`config.mk`:
```
export PLATFORM = sky130hd
export DESIGN_NAME = pewi_top
export DESIGN_NICKNAME = d
export VERILOG_FILES = /design/src/logic/pewi_pkg.sv /design/src/logic/pewi_edge_sync.sv /design/src/logic/pewi_top.sv
export VERILOG_INCLUDE_DIRS = /design/src /design/src/logic
export SDC_FILE = /design/constraint.sdc
export NUM_CORES = 1
export LEC_CHECK = 0
export ABC_CLOCK_PERIOD_IN_PS = 7750
export BUFFER_PORTS_ARGS = -buffer_cell sky130_fd_sc_hd__buf_2
export CAP_MARGIN = 20
export CELL_PAD_IN_SITES_DETAIL_PLACEMENT = 1
export CELL_PAD_IN_SITES_GLOBAL_PLACEMENT = 2
export CORE_UTILIZATION = 42
export CTS_CLUSTER_DIAMETER = 30
export CTS_CLUSTER_SIZE = 28
export DETAILED_ROUTE_END_ITERATION = 8
export PLACE_DENSITY_LB_ADDON = 0.2
export SLEW_MARGIN = 40
export SYNTH_ARGS = -nofsm -noshare
export SYNTH_HDL_FRONTEND = slang
export SYNTH_SLANG_ARGS = --single-unit
```
`constraint.sdc`:
```
create_clock -name SYS_CLK_I -period 7.75 [get_ports SYS_CLK_I]
set_input_delay 1.55 -clock SYS_CLK_I [delete_from_list [all_inputs] [get_ports SYS_CLK_I]]
set_output_delay 1.55 -clock SYS_CLK_I [all_outputs]
set_load 0.05 [all_outputs]
```
`src/logic/pewi_defines.svh`:
```
`ifndef PEWI_DEFINES_SVH
`define PEWI_DEFINES_SVH
// Function
// - each of eight pins watched on its own for a rising or falling edge
// - edge select bit 1 picks falling, 0 picks rising
// - after reset every pin detects falling edges
// - selected edge on a pin sets its pending flag bit
// - pending flags are sticky; only software clears them
// - edge detection always runs, configured or not
// - mode 0x0a routes configuration writes to the edge select register
// - mode 0x0b routes configuration writes to the wake enable register
// - mode 0x09 access returns pending flags and writes operand into them
// - wake enable bit 1 disables the pin interrupt, 0 enables it
// - after reset wake interrupts are disabled on all pins
// - enabled edge raises an interrupt and wakes the core; one arriving while a latency count runs only wakes, with no routine start
// - no new interrupt from a pin while its pending flag is set
// - disabled pin edge sets pending flag but does not wake
// - interrupt starts execution at program address zero
// - routine starts 5 cycles after event in turbo, 10 in compatible
// - asynchronous edges may add up to one more cycle of latency
// - mode 0x0f writes directions; 1 is input, 0 is output

// ----------------------------------------
// mode selector codes
// ----------------------------------------
`define PEWI_MODE_PEND 4'h9
`define PEWI_MODE_EDGE 4'ha
`define PEWI_MODE_WAKE 4'hb
`define PEWI_MODE_DIR 4'hf
`define PEWI_MODE_RST 4'hf

// ----------------------------------------
// reset values
// ----------------------------------------
`define PEWI_EDGE_RST 8'hff
`define PEWI_WAKE_RST 8'hff
`define PEWI_DIR_RST 8'hff
`define PEWI_PEND_RST 8'h00
`define PEWI_VECTOR 11'h000

// ----------------------------------------
// interrupt latency in core cycles
// ----------------------------------------
`define PEWI_LAT_TURBO 4'h5
`define PEWI_LAT_COMPAT 4'ha

`endif

```
`src/logic/pewi_pkg.sv`:
```
package pewi_pkg;
    typedef struct packed {
        logic wr;
        logic [3:0] code;
    } pewi_mode_s;

    typedef struct packed {
        logic wr;
        logic [7:0] data;
    } pewi_cfg_s;

    typedef enum logic [1:0] {
        PEWI_LAT_IDLE = 2'b01,
        PEWI_LAT_COUNT = 2'b10
    } pewi_lat_e;
endpackage : pewi_pkg

```
`src/logic/pewi_edge_sync.sv`:
```
`timescale 1ns/10ps
module pewi_edge_sync #(
    parameter int PINS = 8
) (
    input wire logic clk_i,
    input wire logic rst_i,
    input wire logic [PINS-1:0] pin_i,
    input wire logic [PINS-1:0] fall_sel_i,
    output logic [PINS-1:0] hit_o
);
    import pewi_pkg::*;

    // ----------------------------------------
    // per pin synchroniser and edge compare
    // ----------------------------------------
    for (genvar i = 0; i < PINS; i++) begin : g_pin
        logic s1_reg, s2_reg, s3_reg, lvl_reg, primed_reg;
        logic lvl_next, primed_next, agree;

        // a change counts only once the second and third stages agree
        always_comb begin
            agree = (s2_reg == s3_reg);
            lvl_next = agree ? s2_reg : lvl_reg;
            primed_next = primed_reg | agree;
            hit_o[i] = primed_reg & agree & (s2_reg != lvl_reg)
                & (fall_sel_i[i] ? ~s2_reg : s2_reg);
        end

        always_ff @(posedge clk_i or posedge rst_i) begin
            if (rst_i) begin
                s1_reg <= 1'b0;
                s2_reg <= 1'b0;
                s3_reg <= 1'b0;
                lvl_reg <= 1'b0;
                primed_reg <= 1'b0;
            end else begin
                s1_reg <= pin_i[i];
                s2_reg <= s1_reg;
                s3_reg <= s2_reg;
                lvl_reg <= lvl_next;
                primed_reg <= primed_next;
            end
        end
    end
endmodule : pewi_edge_sync

```
`src/logic/pewi_top.sv`:
```
`timescale 1ns/10ps
`include "pewi_defines.svh"
module pewi_top #(
    parameter int PINS = 8
) (
    input wire logic SYS_CLK_I,
    input wire logic RST_I,
    input wire logic [PINS-1:0] PIN_I,
    input wire logic TURBO_I,
    input wire pewi_pkg::pewi_mode_s MODE_I,
    input wire pewi_pkg::pewi_cfg_s CFG_I,
    output logic [7:0] CFG_RDATA_O,
    output logic CFG_RVALID_O,
    output logic [7:0] PIN_DIR_O,
    output logic WAKE_O,
    output logic INT_START_O,
    output logic [10:0] INT_VECTOR_O,
    output logic INT_BUSY_O
);
    import pewi_pkg::*;

    // ----------------------------------------
    // elaboration checks
    // ----------------------------------------
    // configuration data is one byte wide, so at most eight pins
    if (PINS < 1 || PINS > 8) begin : g_bad_pins
        $error("PINS must lie between 1 and 8");
    end

    // ----------------------------------------
    // edge detection
    // ----------------------------------------
    logic [PINS-1:0] hit_w;
    logic [7:0] hit8;
    logic [7:0] edge_reg, edge_next;

    pewi_edge_sync #(
        .PINS(PINS)
    ) u_sync (
        .clk_i(SYS_CLK_I),
        .rst_i(RST_I),
        .pin_i(PIN_I),
        .fall_sel_i(edge_reg[PINS-1:0]),
        .hit_o(hit_w)
    );

    assign hit8 = 8'(hit_w);

    // ----------------------------------------
    // mode selector and configuration registers
    // ----------------------------------------
    logic [3:0] mode_reg, mode_next;
    logic [7:0] wake_reg, wake_next;
    logic [7:0] dir_reg, dir_next;
    logic [7:0] pend_reg, pend_next;
    logic [7:0] rdata_reg, rdata_next;
    logic rvalid_reg, rvalid_next;
    logic exch;

    // a configuration access uses the mode in force before this cycle
    always_comb begin
        mode_next = mode_reg;
        edge_next = edge_reg;
        wake_next = wake_reg;
        dir_next = dir_reg;
        rdata_next = rdata_reg;
        rvalid_next = 1'b0;
        exch = CFG_I.wr && (mode_reg == `PEWI_MODE_PEND);
        if (MODE_I.wr) begin
            mode_next = MODE_I.code;
        end
        if (CFG_I.wr) begin
            case (mode_reg)
                `PEWI_MODE_EDGE: begin
                    edge_next = CFG_I.data;
                end
                `PEWI_MODE_WAKE: begin
                    wake_next = CFG_I.data;
                end
                `PEWI_MODE_DIR: begin
                    dir_next = CFG_I.data;
                end
                `PEWI_MODE_PEND: begin
                    rdata_next = pend_reg;
                    rvalid_next = 1'b1;
                end
                default: begin
                    rdata_next = rdata_reg;
                end
            endcase
        end
        // edge of this cycle is ORed after the write so it is never lost
        pend_next = (exch ? CFG_I.data : pend_reg) | hit8;
    end

    always_ff @(posedge SYS_CLK_I or posedge RST_I) begin
        if (RST_I) begin
            mode_reg <= `PEWI_MODE_RST;
            edge_reg <= `PEWI_EDGE_RST;
            wake_reg <= `PEWI_WAKE_RST;
            dir_reg <= `PEWI_DIR_RST;
            pend_reg <= `PEWI_PEND_RST;
            rdata_reg <= 8'h00;
            rvalid_reg <= 1'b0;
        end else begin
            mode_reg <= mode_next;
            edge_reg <= edge_next;
            wake_reg <= wake_next;
            dir_reg <= dir_next;
            pend_reg <= pend_next;
            rdata_reg <= rdata_next;
            rvalid_reg <= rvalid_next;
        end
    end

    assign CFG_RDATA_O = rdata_reg;
    assign CFG_RVALID_O = rvalid_reg;
    assign PIN_DIR_O = dir_reg;

    // ----------------------------------------
    // wake and interrupt latency
    // ----------------------------------------
    logic [7:0] raise;
    logic irq_evt;
    pewi_lat_e state_reg, state_next;
    logic [3:0] cnt_reg, cnt_next;
    logic [3:0] lat_reg, lat_next;
    logic start_reg, start_next;
    logic wake_o_reg, wake_o_next;

    // a set pending flag masks further interrupts from that pin
    assign raise = hit8 & ~wake_reg & ~pend_reg;
    assign irq_evt = |raise;

    // latency is fixed from the synchronised event; the synchroniser
    // itself accounts for the extra cycle allowed on asynchronous edges
    always_comb begin
        state_next = state_reg;
        cnt_next = cnt_reg;
        lat_next = lat_reg;
        start_next = 1'b0;
        wake_o_next = irq_evt;
        case (state_reg)
            PEWI_LAT_IDLE: begin
                if (irq_evt) begin
                    state_next = PEWI_LAT_COUNT;
                    cnt_next = 4'h1;
                    lat_next = TURBO_I ? `PEWI_LAT_TURBO
                        : `PEWI_LAT_COMPAT;
                end
            end
            PEWI_LAT_COUNT: begin
                cnt_next = cnt_reg + 4'h1;
                if (cnt_reg == lat_reg - 4'h1) begin
                    start_next = 1'b1;
                    state_next = PEWI_LAT_IDLE;
                    cnt_next = 4'h0;
                end
            end
            default: begin
                state_next = PEWI_LAT_IDLE;
                cnt_next = 4'h0;
            end
        endcase
    end

    always_ff @(posedge SYS_CLK_I or posedge RST_I) begin
        if (RST_I) begin
            state_reg <= PEWI_LAT_IDLE;
            cnt_reg <= 4'h0;
            lat_reg <= `PEWI_LAT_COMPAT;
            start_reg <= 1'b0;
            wake_o_reg <= 1'b0;
        end else begin
            state_reg <= state_next;
            cnt_reg <= cnt_next;
            lat_reg <= lat_next;
            start_reg <= start_next;
            wake_o_reg <= wake_o_next;
        end
    end

    assign INT_START_O = start_reg;
    assign WAKE_O = wake_o_reg;
    assign INT_BUSY_O = state_reg[1]; // one-hot count bit, taken straight from the flop

    // the vector never changes; the service routine sits at address zero
    logic [10:0] vec_reg;
    always_ff @(posedge SYS_CLK_I or posedge RST_I) begin
        if (RST_I) begin
            vec_reg <= `PEWI_VECTOR;
        end else begin
            vec_reg <= `PEWI_VECTOR;
        end
    end
    assign INT_VECTOR_O = vec_reg;
endmodule : pewi_top

```
# After elaboration in Yosys (flattened, before gate mapping)
# Index checks and enable logic that the tools add are counted.
dict set report op_classes {
  muxes 20
  eq_ne 25
  n_bitwise 45
  reduce_logical 8
  add_sub_neg 2
}
# cell count
set ops {}
lappend ops {{$and 1x1->1} 24}
lappend ops {{$and 8x8->8} 2}
lappend ops {{$eq 4x4->1 const B} 4}
lappend ops {{$not 8->8} 2}
lappend ops {{$mux 1} 12}
lappend ops {{$mux 4} 3}
lappend ops {{$reduce_and 2->1} 6}
lappend ops {{$eq 1x1->1} 8}
lappend ops {{$mux 8} 1}
lappend ops {{$ne 1x1->1} 8}
lappend ops {{$not 1->1} 8}
lappend ops {{$or 1x1->1} 8}
lappend ops {{$or 8x8->8} 1}
lappend ops {{$pmux 4 s2} 1}
lappend ops {{$reduce_or 8->1} 1}
lappend ops {{$add 4x1->4 const B} 1}
lappend ops {{$eq 4x4->1} 1}
lappend ops {{$mux 2} 2}
lappend ops {{$ne 2x2->1 const B} 2}
lappend ops {{$pmux 2 s2} 1}
lappend ops {{$sub 4x1->4 const B} 1}
lappend ops {{$eq 2x1->1 const B} 1}
lappend ops {{$eq 2x2->1 const B} 1}
lappend ops {{$logic_and 1x1->1} 1}
dict set report word_totals {
  output_inout_bits 31
  reg_bits 97
  in_bits 25
}

# Depth between registers and ports, before layout
dict set report logic_depth {
  word_depth 9
  mapped_depth 7
}

# Hierarchy
# Synthesis repeated with hierarchy kept, for this count alone.
dict set report hier_totals {
  hier_cells 278
  hier_area_um2 3956.3
}
# module seq_area_each_um2 area_each_um2 n_inst cells_each
set modules_own_cells {}
lappend modules_own_cells {pewi_top 1413.9 2506.2 1 189}
lappend modules_own_cells {pewi_edge_sync 1001.0 1450.1 1 89}

# Worst setup path after synthesis
# No wires, ideal clock.
dict set report synth_timing {
  path_kind {in2reg}
  from {in CFG_I[8] in the netlist's numbering}
  to {reg edge_reg[0]}
  path_slack_ns 5.059
  arrival_time_ns 2.609
  setup_time_ns 0.082
  path_stages 3
  n_path_buf 0
  cell_sequence {nand2_1 > nor4b_2 > mux2_2}
}
dict set report synth_between {
  elab_chain_len 1
}
# item line
set synth_rtl {}
lappend synth_rtl {{start, declared} pewi_top.sv:11} ;# input wire pewi_pkg::pewi_cfg_s CFG_I,
lappend synth_rtl {{$reduce_and 2->1 (no source line)} n/a}
lappend synth_rtl {{end signal, assigned} pewi_top.sv:99} ;# edge_reg <= `PEWI_EDGE_RST;
lappend synth_rtl {{end signal, assigned} pewi_top.sv:107} ;# edge_reg <= edge_next;
lappend synth_rtl {{end, declared} pewi_top.sv:35} ;# logic [7:0] edge_reg, edge_next;
# No other way between the ends.
# A chain may end at the register's enable or synchronous reset.

# Worst setup path after layout
dict set report layout_timing {
  from {in CFG_I[8] in the netlist's numbering}
  to {reg pend_reg[2]}
}
dict set report layout_between {
  elab_chain_len 3
}
# item line
set layout_rtl {}
lappend layout_rtl {{$logic_and 1x1->1} pewi_top.sv:68} ;# exch = CFG_I.wr && (mode_reg == `PEWI_MODE_PEND);
lappend layout_rtl {{$mux 8} pewi_top.sv:93} ;# pend_next = (exch ? CFG_I.data : pend_reg) | hit8;
lappend layout_rtl {{$or 8x8->8} pewi_top.sv:93}
lappend layout_rtl {{named net pend_next[2]} pewi_top.sv:55} ;# logic [7:0] pend_reg, pend_next;
lappend layout_rtl {{end signal, assigned} pewi_top.sv:102} ;# pend_reg <= `PEWI_PEND_RST;
lappend layout_rtl {{end signal, assigned} pewi_top.sv:110} ;# pend_reg <= pend_next;
lappend layout_rtl {{end, declared} pewi_top.sv:55}
# The timed path passes the listed nets, and every way through them passes these cells.

==> key figures <==
Power
  • Clock power share: 22.1%
  • Combinational power share: 29.3%
  • Peak VDD IR: 157.6 uV
  • Share of power burned in registers: 48.6%
  • Sw Share: 35.61%
  • Switching pwr: 0.0005203 W
  • Cell-internal power: 0.0009410 W
  • Pwr dens: 325.6 mW/mm^2
  • LEAKAGE: 1.979 nW

Detailed routing
  • Final antenna-violating net count: 0
  • Drt total wl: 7.268 mm
  • Via density per instance: 5.066
  • WL per Instance: 15.37 microns
  • Via count: 2396
  • Pre-antenna DRT Iters: 4
  • # DRC: 0
  • Iter 0 DRT Violations: 71

Worst setup path
  • Worst Path Required: 7.99 ns
  • Critical path cell sequence: buf_2 > nand2_1 > clkinv_1 > nand2_1 > nand3_1
  • CP delay by family, top: buffers and inverters
  • CP Max Fanout: 17
  • Most common cell on crit path: nand2_1
  • Crit path kind: in -> reg
  • Reg-to-reg startpoint: mode_reg[2]
  • Critical Path Start: CFG_I[8]
  • Crit end category: flip-flop
  • Data arrival, critical path: 3.00 ns
  • Slowest stage cell, crit path: clkinv_1
  • Startpoint Class: input pin
  • CP max stage delay: 0.61 ns
  • Worst Path Buf+Inv: 2

Synth
  • YS warnings: 0
  • Synthesis-stage register bit count: 95
  • Most instantiated library cell after synthesis: dfrtp_1
  • Synth area leader: dfrtp_1
  • Most instantiated cells after synthesis: dfrtp_1, nand2_1, dfstp_2, mux2_2
  • Synthesized area per cell: 13.06 sq um
  • Cells after Synth: 303
  • Cell Area, Synth: 0.003956 sq mm
  • Post-synth EDFFs: 0
  • Synth area leaders: dfrtp_1, dfstp_2, mux2_2, nand2_1, nor4bb_1
  • Post-synth ARST share: 100.0%
  • Library cells used by synthesis: 45
  • Top cell type's share of synthesized area: 41.11%
  • Top_reg_cell synth: dfrtp_1
  • Sequential share of the synthesized area: 61.04%

Clock network
  • Reg clk slew, reported paths: 0.09 ns
  • Clk sinks: 95
  • CTS tree: done
  • H-tree lvl count: 3
  • Post-CTS setup buffers: 0
  • Worst-case clock buffer depth: 2
  • # hold bufs at CTS: 0
  • # resized after CTS: 0
  • CTS buffer count: 9
  • Clock root cell: clkbuf_8
  • Worst-Skew Late Latency: 0.36 ns

Timing
  • Fmax: 363.1 MHz
  • Fin. max-slew vios: 0
  • Setup TNS: 0 ns
  • Endpoints failing hold: 0
  • Final clock period utilization by the worst path: 35.54%
  • Worst Tran Pin Value: 0.6227 ns
  • Setup Viol. Count Final: 0
  • RSZ-0062 raised after global routing: no
  • Relative slew slack: 57.92%
  • Final clock skew: 0.01125 ns
  • Crit path time final: 2.754 ns

Floorplanning
  • Die area: 0.009812 sq mm
  • Initial Util: 43.02%
  • Core footprint: 0.009196 sq mm
  • Rows: 35
  • Io pins: 56
  • Height of the die: 99.06 microns
  • Die width: 99.06 microns

Global route
  • Total gr overflow: 0
  • GR Util All Layers: 16.23%
  • Vias in the first global route: 2434
  • Initial antenna violation count: 0
  • Global-route wire length before repair: 12.16 mm
  • Pin count of the biggest net entering global routing: 65

Layout
  • # diodes: 0
  • Final nets: 387
  • Post-route cell area: 0.004488 sq mm
  • Share of layout cells above drive strength 1: 37.85%
  • Layout area overhead: 13.44%

Placed design
  • Post-DP HPWL: 5.115 mm
  • DP Area: 0.004279 sq mm
  • RePlAce Congestion: 0.7568
  • Port bufs: 44

Worst hold path
  • HP Class: reg -> reg
  • Worst hold path startpoint: u_sync.g_pin[1].s1_reg

Run status
  • Status: finished clean

Flow run
  • Max Cap Violations: 0
[final cells by class]
| type | instances | area, sq um |
|---|---|---|
| clock buffers | 10 | 127.6 |
| flip-flops and latches | 95 | 2415 |
| multi-input cells | 197 | 1465 |
| fillers | 979 | 4708 |
| clock inverters | 6 | 71.32 |
| repair buffers | 46 | 239.0 |
| well taps | 111 | 138.9 |
| inverters | 8 | 31.28 |
[final timing paths]
kind,end,slack (ns),cells past startpoint
max,pend_reg[2],5.00,5
min,u_sync.g_pin[1].s2_reg,0.35,0
max reg2reg,pend_reg[2],5.61,5
min reg2reg,u_sync.g_pin[1].s2_reg,0.35,0
max in group asynchronous,state_reg[0],5.62,3
min in group asynchronous,u_sync.g_pin[7].s2_reg,1.20,2
[cell families after synthesis]
| kind of cell | share of synthesized area, % |
|---|---|
| mux | 8.760 |
| compound gates | 5.946 |
| fa+ha+maj | 3.605 |
| other cells | 0.09479 |
| simple gates | 14.86 |
| flops | 61.04 |
| buf+inv | 3.036 |
| xor+xnor | 2.657 |
[power by group through the flow]
stage	Sequential (W)	Clock, W	Combinational (W)
floorplan	0.000836	0	0.000217
global placement	0.000716	0	0.000424
detailed placement	0.000721	0	0.000432
CTS	0.000713	0.000340	0.000433
global route	0.000728	0.000356	0.000462
finish	0.000710	0.000324	0.000428
[worst register-to-register path: cells and delay by family, from the launching register on]
family	cells	cell delay [ns]
buffers and inverters	1	0.61
flip-flops	1	0.60
AND/OR/NAND/NOR	4	0.81
[cell usage in the layout, fill, tap and decap left out, drive strengths merged, types with 2 or more instances in the layout]
master / netlist / final
nand2: 46 / 46
conb: 1 / 11
nor2: 9 / 9
nand3: 9 / 9
clkbuf: 1 / 10
xnor2: 3 / 3
o21ai: 11 / 11
clkinvlp: 0 / 2
o2111ai: 2 / 2
maj3: 8 / 8
or3: 2 / 2
a32o: 2 / 2
or2: 4 / 4
xor2: 9 / 9
dfstp: 30 / 30
o211ai: 6 / 6
mux2: 29 / 29
inv: 7 / 6
mux2i: 2 / 2
nor3: 4 / 4
dfrtp: 65 / 65
and2: 2 / 2
nand2b: 8 / 8
clkinv: 1 / 5
ha: 5 / 5
buf: 12 / 46
nor4bb: 11 / 11
and4bb: 5 / 5
[routing by layer]
metal / vias up / global-route usage (%) / share of wire [%]
li1: 1138 / - / -
met5: - / 0 / 0
met4: 0 / 4.751 / 1.0
met3: 6 / 4.894 / 3.9
met1: 1207 / 21.81 / 46
met2: 45 / 25.55 / 49
[metrics by stage]
step | instances | util, % | hold slack [ns] | setup slack [ns] | total power, W
2_1_floorplan | 313 | - | 0.3312 | 3.773 | 0.001053
3_3_place_gp | 457 | 46.53 | 0.3317 | 4.654 | 0.001140
3_5_place_dp | 457 | 46.53 | 0.3356 | 4.566 | 0.001153
4_1_cts | 473 | 48.69 | 0.3587 | 4.974 | 0.001487
5_1_grt | 473 | 48.80 | 0.3614 | 4.781 | 0.001547
6_report | 473 | 48.80 | 0.3536 | 4.996 | 0.001461
Note: power is estimated with default switching activity, not from simulation.
